### config.mk
export PLATFORM = sky130hd
export DESIGN_NAME = dtpwm_timer
export DESIGN_NICKNAME = d
export VERILOG_FILES = /design/src/include/dtpwm_pkg.sv /design/src/hdl/dtpwm_timer.sv
export SDC_FILE = /design/constraint.sdc
export NUM_CORES = 1
export LEC_CHECK = 0
export ABC_CLOCK_PERIOD_IN_PS = 3380
export BUFFER_PORTS_ARGS = -buffer_cell sky130_fd_sc_hd__buf_2
export CORE_MARGIN = 1.5
export CORE_UTILIZATION = 53
export DETAILED_ROUTE_END_ITERATION = 12
export PLACE_DENSITY_LB_ADDON = 0.2
export SETUP_SLACK_MARGIN = 0.4
export SLEW_MARGIN = 20
export SYNTH_ARGS = -nofsm -noshare
export SYNTH_HDL_FRONTEND = slang
export SYNTH_SLANG_ARGS = --single-unit
export TNS_END_PERCENT = 5
### constraint.sdc
create_clock -name clk_sys -period 3.38 [get_ports clk_sys]
set_clock_uncertainty 0.15 [all_clocks]
set_input_delay 0.507 -clock clk_sys [delete_from_list [all_inputs] [get_ports clk_sys]]
set_output_delay 0.507 -clock clk_sys [all_outputs]
set_load 0.05 [all_outputs]
### src/include/dtpwm_pkg.sv
`default_nettype none

package dtpwm_pkg;

  // Register indices; byte address is four times the index.
  localparam logic [2:0] IDX_COUNT    = 3'h0;
  localparam logic [2:0] IDX_CTRL_A   = 3'h1;
  localparam logic [2:0] IDX_CTRL_B   = 3'h2;
  localparam logic [2:0] IDX_DUTY     = 3'h3;
  localparam logic [2:0] IDX_PRESCALE = 3'h4;
  localparam logic [2:0] IDX_IRQ      = 3'h5;

  // Field positions in timer_control_a.
  localparam int CA_RUN    = 0;
  localparam int CA_RELOAD = 1;
  localparam int CA_ONESHOT = 2;
  localparam int CA_PWM_AL = 6;
  localparam int CA_PWM_OE = 7;

  // Field positions in timer_control_b.
  localparam int CB_RATE_LSB = 0;
  localparam int CB_PS_EN_N  = 3;
  localparam int CB_EDGE     = 4;
  localparam int CB_SRC      = 5;

  // Field positions in the interrupt register of this block.
  localparam int IRQ_FLAG = 0;
  localparam int IRQ_EN   = 1;

  // Reset values, then the wrap and zero values of the counter.
  localparam logic [7:0] CTRL_A_RST    = 8'h00;
  localparam logic [5:0] CTRL_B_RST    = 6'h3f;
  localparam logic [7:0] PRESCALE_RST  = 8'hff;
  localparam logic [7:0] COUNT_RST     = 8'hff;
  localparam logic [7:0] COUNT_WRAP    = 8'hff;
  localparam logic [7:0] COUNT_ZERO    = 8'h00;

  // Instruction clock ticks when the divider reaches this count, so it is the system clock divided by two.
  localparam logic [1:0] INSTR_DIV_LAST = 2'h1;

endpackage : dtpwm_pkg

`default_nettype wire

### src/hdl/dtpwm_timer.sv
`timescale 1ns/1ps
`default_nettype none

module dtpwm_timer (
  input  wire logic       clk_sys,             // System clock, 200 MHz.
  input  wire logic       sys_rst,             // Synchronous reset, active high.
  input  wire logic [4:0] avs_address,         // Byte address.
  input  wire logic       avs_read,            // Read request.
  input  wire logic       avs_write,           // Write request.
  input  wire logic [31:0] avs_writedata,      // Write data.
  input  wire logic [3:0] avs_byteenable,      // Byte enables.
  output logic [31:0]     avs_readdata,        // Read data.
  output logic            avs_waitrequest,     // Stall while high.
  input  wire logic       external_clock_pin,  // Asynchronous external count clock.
  input  wire logic       pin_select,          // Picks pin two when high, pin six when low.
  output logic            port_b_pin_six,      // PWM level on pin six.
  output logic            port_b_pin_six_oe,   // High while PWM drives pin six.
  output logic            port_b_pin_two,      // PWM level on pin two.
  output logic            port_b_pin_two_oe,   // High while PWM drives pin two.
  output logic            underflow_irq        // Flag gated by its enable.
);

  ////////////////////////////////////////////////////////////////////////////////
  // Register state.

  logic [7:0] count;          // Live down counter.
  logic [7:0] reload;         // Stored reload value.
  logic [7:0] ctrl_a;         // Control register A.
  logic [5:0] ctrl_b;         // Control register B.
  logic [7:0] duty;           // Write-only duty value.
  logic [7:0] prescale;       // Prescaler counter, counts down.
  logic       irq_flag;       // Sticky underflow flag.
  logic       irq_en;         // Underflow interrupt enable.
  logic       stopped;        // One-shot has finished.
  logic       pwm_active;     // PWM is in its active phase.
  logic       ack;            // Answer cycle of the bus.
  logic       sel_meta;       // First synchroniser stage of the pin choice.
  logic       sel_latched;    // Pin choice after its second synchroniser stage.

  // Decoded access strobes.
  logic       acc;
  logic       wr_hit;
  logic       rd_hit;
  logic [2:0] idx;

  assign acc    = (avs_read | avs_write) & ~ack;
  assign idx    = avs_address[4:2];
  assign wr_hit = avs_write & ack & avs_byteenable[0];
  assign rd_hit = avs_read & ~ack;

  ////////////////////////////////////////////////////////////////////////////////
  // Bus handshake: every access waits one cycle, then completes.

  // Waitrequest is a flop; it drops for one cycle after each new request.
  always_ff @(posedge clk_sys) begin
    if (sys_rst) begin
      avs_waitrequest <= 1'b1;
    end else begin
      avs_waitrequest <= ~acc;
    end
  end

  // The answer cycle is the one in which waitrequest stands low.
  assign ack = ~avs_waitrequest;

  // Read data is registered on the request cycle and stands in the answer cycle.
  always_ff @(posedge clk_sys) begin
    if (sys_rst) begin
      avs_readdata <= 32'h0000_0000;
    end else if (rd_hit) begin
      unique case (idx)
        dtpwm_pkg::IDX_COUNT:    avs_readdata <= {24'h000000, count};
        dtpwm_pkg::IDX_CTRL_A:   avs_readdata <= {29'h00000000, ctrl_a[2:0]};
        dtpwm_pkg::IDX_CTRL_B:   avs_readdata <= {26'h0000000, ctrl_b};
        dtpwm_pkg::IDX_PRESCALE: avs_readdata <= {24'h000000, prescale};
        dtpwm_pkg::IDX_IRQ:      avs_readdata <= {30'h00000000, irq_en, irq_flag & irq_en};
        default:                 avs_readdata <= 32'h0000_0000;
      endcase
    end
  end

  // A write takes effect only at the edge where the master sees waitrequest low.
  logic wr_count;
  logic wr_ctrl_a;
  logic wr_irq;
  assign wr_count  = wr_hit && idx == dtpwm_pkg::IDX_COUNT;
  assign wr_ctrl_a = wr_hit && idx == dtpwm_pkg::IDX_CTRL_A;
  assign wr_irq    = wr_hit && idx == dtpwm_pkg::IDX_IRQ;

  ////////////////////////////////////////////////////////////////////////////////
  // Control registers.

  // Control A resets with run, reload and one-shot all zero.
  always_ff @(posedge clk_sys) begin
    if (sys_rst) begin
      ctrl_a <= dtpwm_pkg::CTRL_A_RST;
    end else if (wr_ctrl_a) begin
      ctrl_a <= avs_writedata[7:0];
    end
  end

  // Control B holds rate, prescaler disable, edge and source.
  always_ff @(posedge clk_sys) begin
    if (sys_rst) begin
      ctrl_b <= dtpwm_pkg::CTRL_B_RST;
    end else if (wr_hit && idx == dtpwm_pkg::IDX_CTRL_B) begin
      ctrl_b <= avs_writedata[5:0];
    end
  end

  // Duty value sets the compare point.
  always_ff @(posedge clk_sys) begin
    if (sys_rst) begin
      duty <= 8'h00;
    end else if (wr_hit && idx == dtpwm_pkg::IDX_DUTY) begin
      duty <= avs_writedata[7:0];
    end
  end

  // Reload register follows every count write.
  always_ff @(posedge clk_sys) begin
    if (sys_rst) begin
      reload <= dtpwm_pkg::COUNT_RST;
    end else if (wr_count) begin
      reload <= avs_writedata[7:0];
    end
  end

  ////////////////////////////////////////////////////////////////////////////////
  // Count source: instruction clock or synchronised external pin.

  logic [1:0] instr_div;  // Instruction clock divider.
  logic       instr_tick; // One instruction cycle.
  logic       ext_meta;   // First synchroniser stage.
  logic       ext_sync;   // Second synchroniser stage.
  logic       ext_prev;   // Delayed copy for edge detection.

  // The instruction clock runs at half the system rate.
  always_ff @(posedge clk_sys) begin
    if (sys_rst) begin
      instr_div <= 2'h0;
    end else if (instr_div == dtpwm_pkg::INSTR_DIV_LAST) begin
      instr_div <= 2'h0;
    end else begin
      instr_div <= instr_div + 2'h1;
    end
  end
  assign instr_tick = (instr_div == dtpwm_pkg::INSTR_DIV_LAST);

  // Two flops before the edge detector sees the pin.
  always_ff @(posedge clk_sys) begin
    if (sys_rst) begin
      ext_meta <= 1'b0;
      ext_sync <= 1'b0;
      ext_prev <= 1'b0;
    end else begin
      ext_meta <= external_clock_pin;
      ext_sync <= ext_meta;
      ext_prev <= ext_sync;
    end
  end

  logic ext_edge;
  logic src_event;
  // Falling edge when edge select is one, rising otherwise.
  assign ext_edge  = ctrl_b[dtpwm_pkg::CB_EDGE] ? (ext_prev & ~ext_sync)
                                                : (~ext_prev & ext_sync);
  assign src_event = ctrl_b[dtpwm_pkg::CB_SRC] ? ext_edge : instr_tick;

  ////////////////////////////////////////////////////////////////////////////////
  // Prescaler: down counter, tick when the selected bit rises from 0 to 1.

  logic       ps_on;
  logic [7:0] next_prescale;
  logic       ps_tick;
  logic       run;
  logic       dec;

  assign ps_on         = ~ctrl_b[dtpwm_pkg::CB_PS_EN_N];
  assign run           = ctrl_a[dtpwm_pkg::CA_RUN] & ~stopped;
  assign next_prescale = prescale - 8'h01;
  // Bit n wraps from 0 to 1 once every 2^(n+1) decrements.
  assign ps_tick       = ~prescale[ctrl_b[2:0]] & next_prescale[ctrl_b[2:0]];
  assign dec           = run & src_event & (ps_on ? ps_tick : 1'b1);

  // The prescaler advances on every source event while enabled and running.
  always_ff @(posedge clk_sys) begin
    if (sys_rst) begin
      prescale <= dtpwm_pkg::PRESCALE_RST;
    end else if (ps_on && run && src_event) begin
      prescale <= next_prescale;
    end
  end

  ////////////////////////////////////////////////////////////////////////////////
  // Down counter with wrap, reload and one-shot modes.

  logic underflow;
  assign underflow = dec && count == dtpwm_pkg::COUNT_ZERO;

  // Count write wins; otherwise decrement, and on underflow pick the next value.
  always_ff @(posedge clk_sys) begin
    if (sys_rst) begin
      count <= dtpwm_pkg::COUNT_RST;
    end else if (wr_count) begin
      count <= avs_writedata[7:0];
    end else if (underflow) begin
      if (ctrl_a[dtpwm_pkg::CA_ONESHOT]) begin
        count <= count;
      end else if (ctrl_a[dtpwm_pkg::CA_RELOAD]) begin
        count <= reload;
      end else begin
        count <= dtpwm_pkg::COUNT_WRAP;
      end
    end else if (dec) begin
      count <= count - 8'h01;
    end
  end

  // One-shot halts after its underflow; a count or control A write restarts it.
  always_ff @(posedge clk_sys) begin
    if (sys_rst) begin
      stopped <= 1'b0;
    end else if (wr_count || wr_ctrl_a) begin
      stopped <= 1'b0;
    end else if (underflow && ctrl_a[dtpwm_pkg::CA_ONESHOT]) begin
      stopped <= 1'b1;
    end
  end

  // Sticky flag; a new underflow wins over a clear in the same cycle.
  always_ff @(posedge clk_sys) begin
    if (sys_rst) begin
      irq_flag <= 1'b0;
      irq_en   <= 1'b0;
    end else begin
      if (underflow) begin
        irq_flag <= 1'b1;
      end else if (wr_irq && !avs_writedata[dtpwm_pkg::IRQ_FLAG]) begin
        irq_flag <= 1'b0;
      end
      if (wr_irq) begin
        irq_en <= avs_writedata[dtpwm_pkg::IRQ_EN];
      end
    end
  end

  ////////////////////////////////////////////////////////////////////////////////
  // PWM: inactive until compare, active until underflow.

  // Compare match turns the output on; underflow or stop turns it off.
  always_ff @(posedge clk_sys) begin
    if (sys_rst) begin
      pwm_active <= 1'b0;
    end else if (!ctrl_a[dtpwm_pkg::CA_RUN] || underflow) begin
      pwm_active <= 1'b0;
    end else if (run && count == duty) begin
      pwm_active <= 1'b1;
    end
  end

  // Pin choice comes from outside, so it passes two flops before the routing reads it.
  always_ff @(posedge clk_sys) begin
    if (sys_rst) begin
      sel_meta    <= 1'b0;
      sel_latched <= 1'b0;
    end else begin
      sel_meta    <= pin_select;
      sel_latched <= sel_meta;
    end
  end

  // Output flops with polarity and routing applied.
  always_ff @(posedge clk_sys) begin
    if (sys_rst) begin
      port_b_pin_six    <= 1'b0;
      port_b_pin_two    <= 1'b0;
      port_b_pin_six_oe <= 1'b0;
      port_b_pin_two_oe <= 1'b0;
      underflow_irq     <= 1'b0;
    end else begin
      port_b_pin_six    <= pwm_active ^ ctrl_a[dtpwm_pkg::CA_PWM_AL];
      port_b_pin_two    <= pwm_active ^ ctrl_a[dtpwm_pkg::CA_PWM_AL];
      port_b_pin_six_oe <= ctrl_a[dtpwm_pkg::CA_PWM_OE] & ~sel_latched;
      port_b_pin_two_oe <= ctrl_a[dtpwm_pkg::CA_PWM_OE] & sel_latched;
      underflow_irq     <= irq_flag & irq_en;
    end
  end

  ////////////////////////////////////////////////////////////////////////////////
  // Checks.

  chk_count_write: assert property (@(posedge clk_sys) disable iff (sys_rst)
    wr_count |=> (count == $past(avs_writedata[7:0]) && reload == $past(avs_writedata[7:0])))
    else $error("count write did not load counter and reload");
  chk_run_gate: assert property (@(posedge clk_sys) disable iff (sys_rst)
    (!ctrl_a[dtpwm_pkg::CA_RUN] && !wr_count) |=> $stable(count))
    else $error("counter moved while disabled");
  chk_wrap_ff: assert property (@(posedge clk_sys) disable iff (sys_rst)
    (underflow && !wr_count && ctrl_a[2:1] == 2'b00) |=> count == 8'hff)
    else $error("free-run wrap not 0xff");
  chk_reload_val: assert property (@(posedge clk_sys) disable iff (sys_rst)
    (underflow && !wr_count && ctrl_a[2:1] == 2'b01) |=> count == $past(reload))
    else $error("reload mode did not reload");
  chk_oneshot_stop: assert property (@(posedge clk_sys) disable iff (sys_rst)
    (underflow && !wr_count && ctrl_a[dtpwm_pkg::CA_ONESHOT]) |=> (count == 8'h00 && stopped))
    else $error("one-shot did not stop at zero");
  chk_ext_sync: assert property (@(posedge clk_sys) disable iff (sys_rst)
    (ctrl_b[dtpwm_pkg::CB_SRC] && src_event) |->
      ($past(external_clock_pin, 2) != $past(external_clock_pin, 3) &&
       $past(external_clock_pin, 2) == !ctrl_b[dtpwm_pkg::CB_EDGE]))
    else $error("external event without synchronised edge");
  chk_pwm_match: assert property (@(posedge clk_sys) disable iff (sys_rst)
    (run && count == duty && !underflow && ctrl_a[dtpwm_pkg::CA_RUN]) |=> pwm_active)
    else $error("pwm not active after compare");
  chk_pwm_off: assert property (@(posedge clk_sys) disable iff (sys_rst)
    underflow |=> !pwm_active ##1 (port_b_pin_six == ctrl_a[dtpwm_pkg::CA_PWM_AL]))
    else $error("pwm not inactive after underflow");
  chk_flag_sticky: assert property (@(posedge clk_sys) disable iff (sys_rst)
    underflow |=> irq_flag)
    else $error("underflow did not set flag");
  chk_irq_mask: assert property (@(posedge clk_sys) disable iff (sys_rst)
    !irq_en |=> !underflow_irq)
    else $error("masked flag reached output");

  cov_underflow: cover property (@(posedge clk_sys) disable iff (sys_rst) underflow);
  cov_prescaled: cover property (@(posedge clk_sys) disable iff (sys_rst) dec && ps_on);
  cov_oneshot:   cover property (@(posedge clk_sys) disable iff (sys_rst) $rose(stopped));
  cov_pwm:       cover property (@(posedge clk_sys) disable iff (sys_rst) $rose(pwm_active));

endmodule : dtpwm_timer

`default_nettype wire

# == After elaboration in Yosys (flattened, before gate mapping) ==
# Index checks and enable logic that the tools add are counted.
# word_totals
output_inout_bits,38
ff_bits,94
in_bits,47
# op_classes
add_sub_neg,3
n_mux,15
n_reduce_logical,23
n_lt_le_gt_ge,1
bitwise_logic,23
n_eq_ne,8
# op_table
operator,count
8-bit 2-to-1 mux,5
8-bit case mux with 5 select lines,1
8-bit by 1-bit subtractor with 8-bit output (second input constant),2
1-bit bitwise AND,13
1-bit logical AND,11
8-bit == test,1
8-bit logical NOT,1
1-bit NOT,8
1-bit 2-to-1 mux,7
1-bit binary-select mux with 3-bit select,2
3-bit by 2-bit == test with 1-bit output (second input constant),2
3-bit == test (second input constant),2
2-bit OR reduction,3
3-bit by 4-bit less-than comparator with 1-bit output (second input constant),1
3-bit by 1-bit == test with 1-bit output (second input constant),1
3-bit logical NOT,1
3-bit != test (second input constant),1
3-bit nonzero test,1
2-bit by 1-bit adder with 2-bit output (second input constant),1
2-bit by 1-bit == test with 1-bit output (second input constant),1
1-bit logical NOT,2
1-bit logical OR,2
2-bit AND reduction,1
2-bit nonzero test,1
other kinds (2),2

# == Longest topological paths before layout ==
# Gate-level depths: netlist (run 1).
# depth
depth_word,9
depth_mapped,9

# == Least setup slack after synthesis (run 1) ==
# OpenSTA, ideal clock, no wires.
# synth_timing
path_type,register to register
from,register prescale[0]
to,register count[4]
t_arrival_ns,2.107
period_less_slack_ns,2.396
path_buffers,0
required_time_ns,3.091
path_stages_with_launch,9
slack_ns,0.984
path_cell_list,dfxtp_1 > inv_1 > ha_1 > or3b_4 > or4b_1 > o211ai_2 > a21oi_2 > o31ai_2 > o221ai_1
# synth_via
elab_chain_len,9
elab_cells_between_ends,15
# synth_rtl
element,line_no,source
"start, declared",dtpwm_timer.sv:31,logic [7:0] prescale;
"start signal, assigned",dtpwm_timer.sv:189,prescale <= dtpwm_pkg::PRESCALE_RST;
"start signal, assigned",dtpwm_timer.sv:191,prescale <= next_prescale;
8-bit by 1-bit subtractor with 8-bit output *,dtpwm_timer.sv:181,assign next_prescale = prescale - 8'h01;
named net next_prescale[0],dtpwm_timer.sv:174,logic [7:0] next_prescale;
1-bit binary-select mux with 3-bit select *,dtpwm_timer.sv:183,assign ps_tick = ~prescale[ctrl_b[2:0]] & next_prescale[ctrl_b[2:0]];
1-bit 2-to-1 mux (implied by the code) *,dtpwm_timer.sv:183,
1-bit bitwise AND *,dtpwm_timer.sv:183,
1-bit 2-to-1 mux *,dtpwm_timer.sv:184,assign dec = run & src_event & (ps_on ? ps_tick : 1'b1);
1-bit bitwise AND *,dtpwm_timer.sv:184,
1-bit logical AND,dtpwm_timer.sv:199,assign underflow = dec && count == dtpwm_pkg::COUNT_ZERO;
"3-bit != test (no line), or another cell as far along",--,
2-bit AND reduction (no line) / 8-bit 2-to-1 mux (equally long branches),--,
"end signal, assigned",dtpwm_timer.sv:204,count <= dtpwm_pkg::COUNT_RST;
"end signal, assigned",dtpwm_timer.sv:206,count <= avs_writedata[7:0];
"end signal, assigned",dtpwm_timer.sv:209,count <= count;
"end, declared",dtpwm_timer.sv:26,logic [7:0] count;
# Mark *: on every way through the listed nets, which the timed path passes. The rest lies on a longest branch. The select of a mux whose other input is x is not followed.
# A chain may end at the register's enable or synchronous reset.

# == Final worst setup path (run 1) ==
# Same ends and word-level chain as after synthesis.

==> results of run 1 <==
path summary, 6_finish.rpt:
check	slack [ns]	start	to	cells past startpoint
hold reg to reg	0.28	instr_div[0]$_SDFF_PP0_	instr_div[0]$_SDFF_PP0_	1
hold / removal	0.22	avs_write	avs_waitrequest$_SDFF_PP1_	2
setup / recovery	0.65	prescale[0]$_SDFFE_PP1P_	count[4]$_SDFFE_PP1P_	8
setup reg to reg	0.65	prescale[0]$_SDFFE_PP1P_	count[4]$_SDFFE_PP1P_	8
metal layers:
metal | up-vias | share of wire | GRT usage
met5 | - | 0 | 0
met2 | 84 | 0.46 | 0.374
met4 | 0 | 0.026 | 0.107
li1 | 1371 | - | -
met1 | 1311 | 0.45 | 0.303
met3 | 19 | 0.057 | 0.0593
layout make-up:
| cell class | count | share of cell area |
|---|---|---|
| Sequential cell | 67 | 0.363 |
| Tap cell | 77 | 0.0261 |
| Timing Repair Buffer | 34 | 0.0481 |
| Inverter | 16 | 0.0163 |
| Clock inverter | 6 | 0.0112 |
| Multi-Input combinational cell | 286 | 0.498 |
| Clock buffer | 10 | 0.0373 |
metrics by stage:
stage	instance area [um2]	worst slack, ns	utilization	instances	power [uW]
4_1_cts	3690	0.683	0.585	496	1600
2_1_floorplan	3530	0.984	-	418	989
3_5_place_dp	3510	0.692	0.556	480	1000
3_3_place_gp	3510	0.741	0.556	480	1000
5_1_grt	3690	0.573	0.585	496	1650
6_report	3690	0.654	0.585	496	1590
synth_stat cells, drive strengths merged, types with 2 or more instances:
cell type and count:
o311ai 2, inv 15, ha 3, nand2b 5, o221ai 4, buf 30
nor3 10, nor2b 11, clkbuf 19, mux2 4, and2 2, o211ai 10
nor4 5, o21ai 21, nand3b 2, xnor2 13, dfxtp 67, xor2 4
nand4 4, nand3 9, and3 3, a21oi 19, or3b 4, o31ai 4
a22oi 5, nand2 36, a311oi 3, and3b 2, or3 3, mux2i 24
nor2 33, mux4 2, a211oi 2
report_power, final:
part | internal (uW) | switching [uW] | total (uW)
sequential | 804 | 9.35 | 813
clock | 284 | 320 | 604
combinational | 37.6 | 136 | 173
flip-flops by register name, summed over array words and instances, names as in the netlist, 2 cells and up:
signal	cells
ctrl_b	6
reload	8
prescale	8
duty	8
count	8
instr_div	2
ctrl_a	5
avs_readdata	8
logic make-up (layout without fill, tap and decap cells):
kind of cell	Yosys count	after routing	share of synthesized area
muxes	30	30	0.0959
and+or+nand+nor	134	134	0.203
AOI/OAI and AO/OA	78	78	0.154
DFF	67	67	0.389
other	1	24	0.00109
xor gates and xnor gates	17	17	0.0432
buffers and inverters	65	66	0.102
adders and majority gates	3	3	0.0109
==> impl_metrics.yaml, run 1 <==
floorplan:
  die-area_um2: 6990
  fp.coreArea_um2: 6310
  ioPinCount: 85
  die_w_um: 83.6
  rows: 29
  initial_core_util: 0.546
  die_h_um: 83.6
yosys:
  syn_area_um2: 3440
  netlist_top_cells_area: "dfxtp_1, mux2i_1, buf_4"
  ys_ff_latch: 67
  synth-main-ff-cell: "dfxtp_1"
  synth-edff-count: 0
  yosys_warnings: 0
  syn_area_per_cell_um2: 8.72
  syn_inst: 395
  async_reset_ff_frac: 0
  synth_top_area_cell: "dfxtp_1"
  synth_cell_types: 60
  seq_area_frac_synth: 0.389
  synth_top_area_share: 0.389
global_routing:
  antenna_found_initial: 0
  grt_max_degree: 42
  grt_remaining_overflow: 0
  grt_pass1_vias: 2641
  grtUsageTotal: 0.236
  grt_pass1_wl_um: 13100
critical_path:
  crit_arrival_ns: 2.79
  cp_top_family: "simple AND/OR/NAND/NOR gates"
  slowest_stage: "or4b_1"
  endpoint_kind: "flip-flop"
  start_kind: "flip-flop"
  max_stage_delay_ns: 0.53
  critPathMaxFanout: 5
  crit_chain: "inv_1 > ha_1 > or3b_4 > or4b_1 > o211ai_2 > a21oi_2 > o31ai_2 > o221ai_1"
  crit_type: "flip-flop to flip-flop"
  crit_required_ns: 3.45
  timing.critical_path.buf_inv: 1
placed_design:
  routabilityCongestion: 0.927
  hpwl_um: 5510
  portBuffers: 31
cells_and_area:
  layout_common_cells: "dfxtp_1, nand2_1, nor2_1, buf_2"
  regArea_um2: 1340
  multi_input_area_um2: 1840
  syn2layout_area_growth_pct: 7.19
  nets: 464
  drive_above_1_share: 0.167
  antenna_cells: 0
  final_common_cell: "dfxtp_1"
  nFillCells: 588
drt:
  vias: 2785
  drtAntennaViolNets: 0
  drtIter0Drc: 131
  wl_per_cell_um: 15.6
  finalWirelength_um: 7720
  first_pass_iters: 5
  viasPerCell: 5.61
  drc: 0
clock_network:
  cts_htree_levels: 3
  cts_buffer_depth: 2
  cts_tree: "built"
  clkTransAtPathRegs_ns: 0.08
  cts_setup_buffers: 0
  ctsHoldBuffers: 0
  clkSinkCount: 67
  cts_resized: 0
  ctsRootBufferMaster: "clkbuf_8"
  cts_buffers: 9
  clk_latency_ns: 0.35
timing:
  rsz0062_at_grt: "false"
  relSlewSlack: 0.386
  holdWs_ns: 0.217
  min_period_ns: 2.73
  slew_viol_final: 0
  period_share: 0.806
  finalHoldViolCount: 0
  setup_viol: 0
  worst_slew_pin_slew_ns: 0.913
  max_freq_mhz: 367
  setup-tns-final_ns: 0
worst_hold_path:
  hp-class: "input port to flip-flop"
power_and_ir_drop:
  p_per_area_nw_per_um2: 431
  leakagePower_uw: 0.00165
  irDropWorstVdd_v: 0.000420
run_status:
  outcome: "complete, no violations"
job:
  drv_cap: 0
Note: power is estimated with default switching activity, not from simulation.
==> inputs of run 2 (changes only) <==
--- a/config.mk
+++ b/config.mk
@@ -5,10 +5,11 @@
 export SDC_FILE = /design/constraint.sdc
 export NUM_CORES = 1
 export LEC_CHECK = 0
-export ABC_CLOCK_PERIOD_IN_PS = 3380
+export ABC_AREA = 1
+export ABC_CLOCK_PERIOD_IN_PS = 2500
 export BUFFER_PORTS_ARGS = -buffer_cell sky130_fd_sc_hd__buf_2
 export CORE_MARGIN = 1.5
-export CORE_UTILIZATION = 53
+export CORE_UTILIZATION = 48
 export DETAILED_ROUTE_END_ITERATION = 12
 export PLACE_DENSITY_LB_ADDON = 0.2
 export SETUP_SLACK_MARGIN = 0.4
==> constraint.sdc (replaced) <==
create_clock -name clk_sys -period 2.5 [get_ports clk_sys]
set_clock_uncertainty 0.15 [all_clocks]
set_input_delay 0.375 -clock clk_sys [delete_from_list [all_inputs] [get_ports clk_sys]]
set_output_delay 0.375 -clock clk_sys [all_outputs]
set_load 0.05 [all_outputs]
==> impl_metrics.yaml, run 2 <==
yosys:
  synth-edff-count: 0
  syn_area_per_cell_um2: 7.17
  synth_cell_types: 40
  syn_area_um2: 3410
  synth-main-ff-cell: "dfxtp_1"
  synth_top_area_share: 0.393
  synth_top_area_cell: "dfxtp_1"
  ys_ff_latch: 67
  synth_most_common_cell: "nand2_1"
  async_reset_ff_frac: 0
  seq_area_frac_synth: 0.393
  syn_inst: 476
  synth_common_cells: "nand2_1, dfxtp_1, inv_1, nor2_1, nand3_1"
  yosys_warnings: 0
  netlist_top_cells_area: "dfxtp_1, nand2_1, inv_1"
cells_and_area:
  drive_above_1_share: 0.163
  fin_util: 0.565
  final_common_cell: "nand2_1"
  antenna_cells: 0
  layout_common_cells: "nand2_1, dfxtp_1, inv_1, nor2_1, nand3_1"
  fin_area_um2: 3860
  nFillCells: 689
  stdcell_count: 617
  nets: 566
  multi_input_area_um2: 1680
  syn2layout_area_growth_pct: 13.0
  regArea_um2: 1350
floorplan:
  die_h_um: 87.3
  die_w_um: 87.3
  ioPinCount: 85
  fp.coreArea_um2: 6830
  rows: 30
  die-area_um2: 7630
  initial_core_util: 0.500
clock_network:
  cts_buffers: 9
  cts_htree_levels: 3
  ctsHoldBuffers: 0
  clkSinkCount: 67
  clk_latency_ns: 0.36
  ctsRootBufferMaster: "clkbuf_8"
  cts_buffer_depth: 2
  cts_tree: "built"
  clkTransAtPathRegs_ns: 0.09
placed_design:
  placedCellCount: 595
  routabilityCongestion: 0.867
  pre_cts_ws_ns: 0.228
  hpwl_um: 6200
  dpl-instance-area_um2: 3570
  portBuffers: 31
critical_path:
  max_stage_delay_ns: 0.37
  r2r_slack_ns: 0.47
  slowest_stage: "dfxtp_2"
  cp_num_cells: 11
  cp_top_family: "simple AND/OR/NAND/NOR gates"
  critPathMaxFanout: 10
  rr_endpoint: "count[3]$_SDFFE_PP1P_"
  crit_chain: "inv_1 > ha_1 > nand4_1 > nor2_1 > nand2_1 > clkinv_4 > nand2_2 > nand3_4 > nor2_8 > nand3_1 > nand2_1"
  crit_top_cell: "nand2_1"
  timing.critical_path.buf_inv: 2
  r2r_cells: 11
  endpoint_kind: "flip-flop"
  crit_arrival_ns: 2.19
  crit_required_ns: 2.65
  crit_type: "flip-flop to flip-flop"
  rr_startpoint: "count[0]$_SDFFE_PP1P_"
  crit_start: "count[0]$_SDFFE_PP1P_"
  crit_end: "count[3]$_SDFFE_PP1P_"
  start_kind: "flip-flop"
timing:
  max_freq_mhz: 491
  setup_viol: 0
  slew_viol_final: 0
  period_share: 0.814
  min_period_ns: 2.03
  setup-tns-final_ns: 0
  finalHoldViolCount: 0
  setup_ws_ns: 0.465
  rsz0062_at_grt: "true"
drt:
  drtAntennaViolNets: 0
  first_pass_iters: 5
  vias: 3175
  wl_per_cell_um: 13.9
  drc: 0
  viasPerCell: 5.15
  finalWirelength_um: 8570
  drtIter0Drc: 269
job:
  drv_cap: 0
global_routing:
  grt_pass1_wl_um: 13800
  grt_max_degree: 28
  grt_pass1_vias: 2903
  antenna_found_initial: 0
  grt_remaining_overflow: 0
  grtUsageTotal: 0.236
power_and_ir_drop:
  p_per_area_nw_per_um2: 595
  irDropWorstVdd_v: 0.000386
  leakagePower_uw: 0.00184
worst_hold_path:
  hp-class: "input port to flip-flop"
run_status:
  outcome: "complete, no violations"
[run 2: changes by cell type after synthesis, moves of 7 or more]
cell      previous run  this run
clkbuf_1            19         6
nor2_1              32        41
nand2_1             36        91
inv_1               15        62
o22ai_1              0         7
a21oi_1             18        33
xnor2_1             13         1
nand4_1              4        13
nor2b_1             11         0
mux2i_1             24         0
nand3_1              9        37
[run 2: report_power, final]
group	leakage, uW	total (uW)	switching, uW	internal (uW)
combinational	0.00119	239	191	48.2
sequential	0.000542	1100	12.1	1090
clock	0.000102	956	478	477
total	0.00184	2290	682	1610
[run 2: layout make-up]
cell class | count | area share
well taps | 96 | 0.0311
multi-input cells | 329 | 0.435
clock inverters | 7 | 0.0217
repair buffers | 44 | 0.0658
flip-flops and latches | 67 | 0.349
clock buffers | 9 | 0.0321
inverters | 65 | 0.0652
[run 2: cells by family after synthesis]
group	count (synthesis)	share of synthesized area
other	1	0.00110
adders and majority gates	3	0.0110
buffers and inverters	103	0.148
and+or+nand+nor	205	0.273
AOI/OAI and AO/OA	87	0.148
DFF	67	0.393
xor gates and xnor gates	10	0.0257
[run 2: worst min path at each step]
stage / end / start / depth (start not counted) / slack (ns)
floorplan: ext_sync$_SDFF_PP0_ / ext_meta$_SDFF_PP0_ / 2 / 0.24
global placement: ext_sync$_SDFF_PP0_ / ext_meta$_SDFF_PP0_ / 2 / 0.24
detailed placement: sel_latched$_SDFF_PP0_ / sel_meta$_SDFF_PP0_ / 2 / 0.25
CTS: sel_meta$_SDFF_PP0_ / pin_select / 3 / 0.05
global route: sel_meta$_SDFF_PP0_ / pin_select / 3 / 0.05
finish: sel_meta$_SDFF_PP0_ / pin_select / 3 / 0.06
[run 2: metal layers]
layer	global-route usage	routed length (um)
met4	0.107	227
met2	0.375	3990
met5	0	0
met3	0.0474	468
met1	0.308	3880
[run 2: metrics by stage]
step | power, uW | hold slack [ns]
global placement | 1360 | 0.245
global route | 2370 | 0.0529
detailed placement | 1360 | 0.245
CTS | 2300 | 0.0523
floorplan | 1340 | 0.238
finish | 2290 | 0.0574
[run 2: repair_timing]
action,in CTS,in global routing
pin swaps,0,3
gates resized for setup,5,9
buffers inserted,0,5
gates cloned,0,1
setup endpoints to repair,11,14
[run 2: worst register-to-register path: stages, from the launching register on]
cell and delay (ns):
dfxtp_2 0.37, inv_1 0.12, ha_1 0.25, nand4_1 0.13, nor2_1 0.06, nand2_1 0.12, clkinv_4 0.12, nand2_2 0.12
nand3_4 0.16, nor2_8 0.21, nand3_1 0.10, nand2_1 0.07
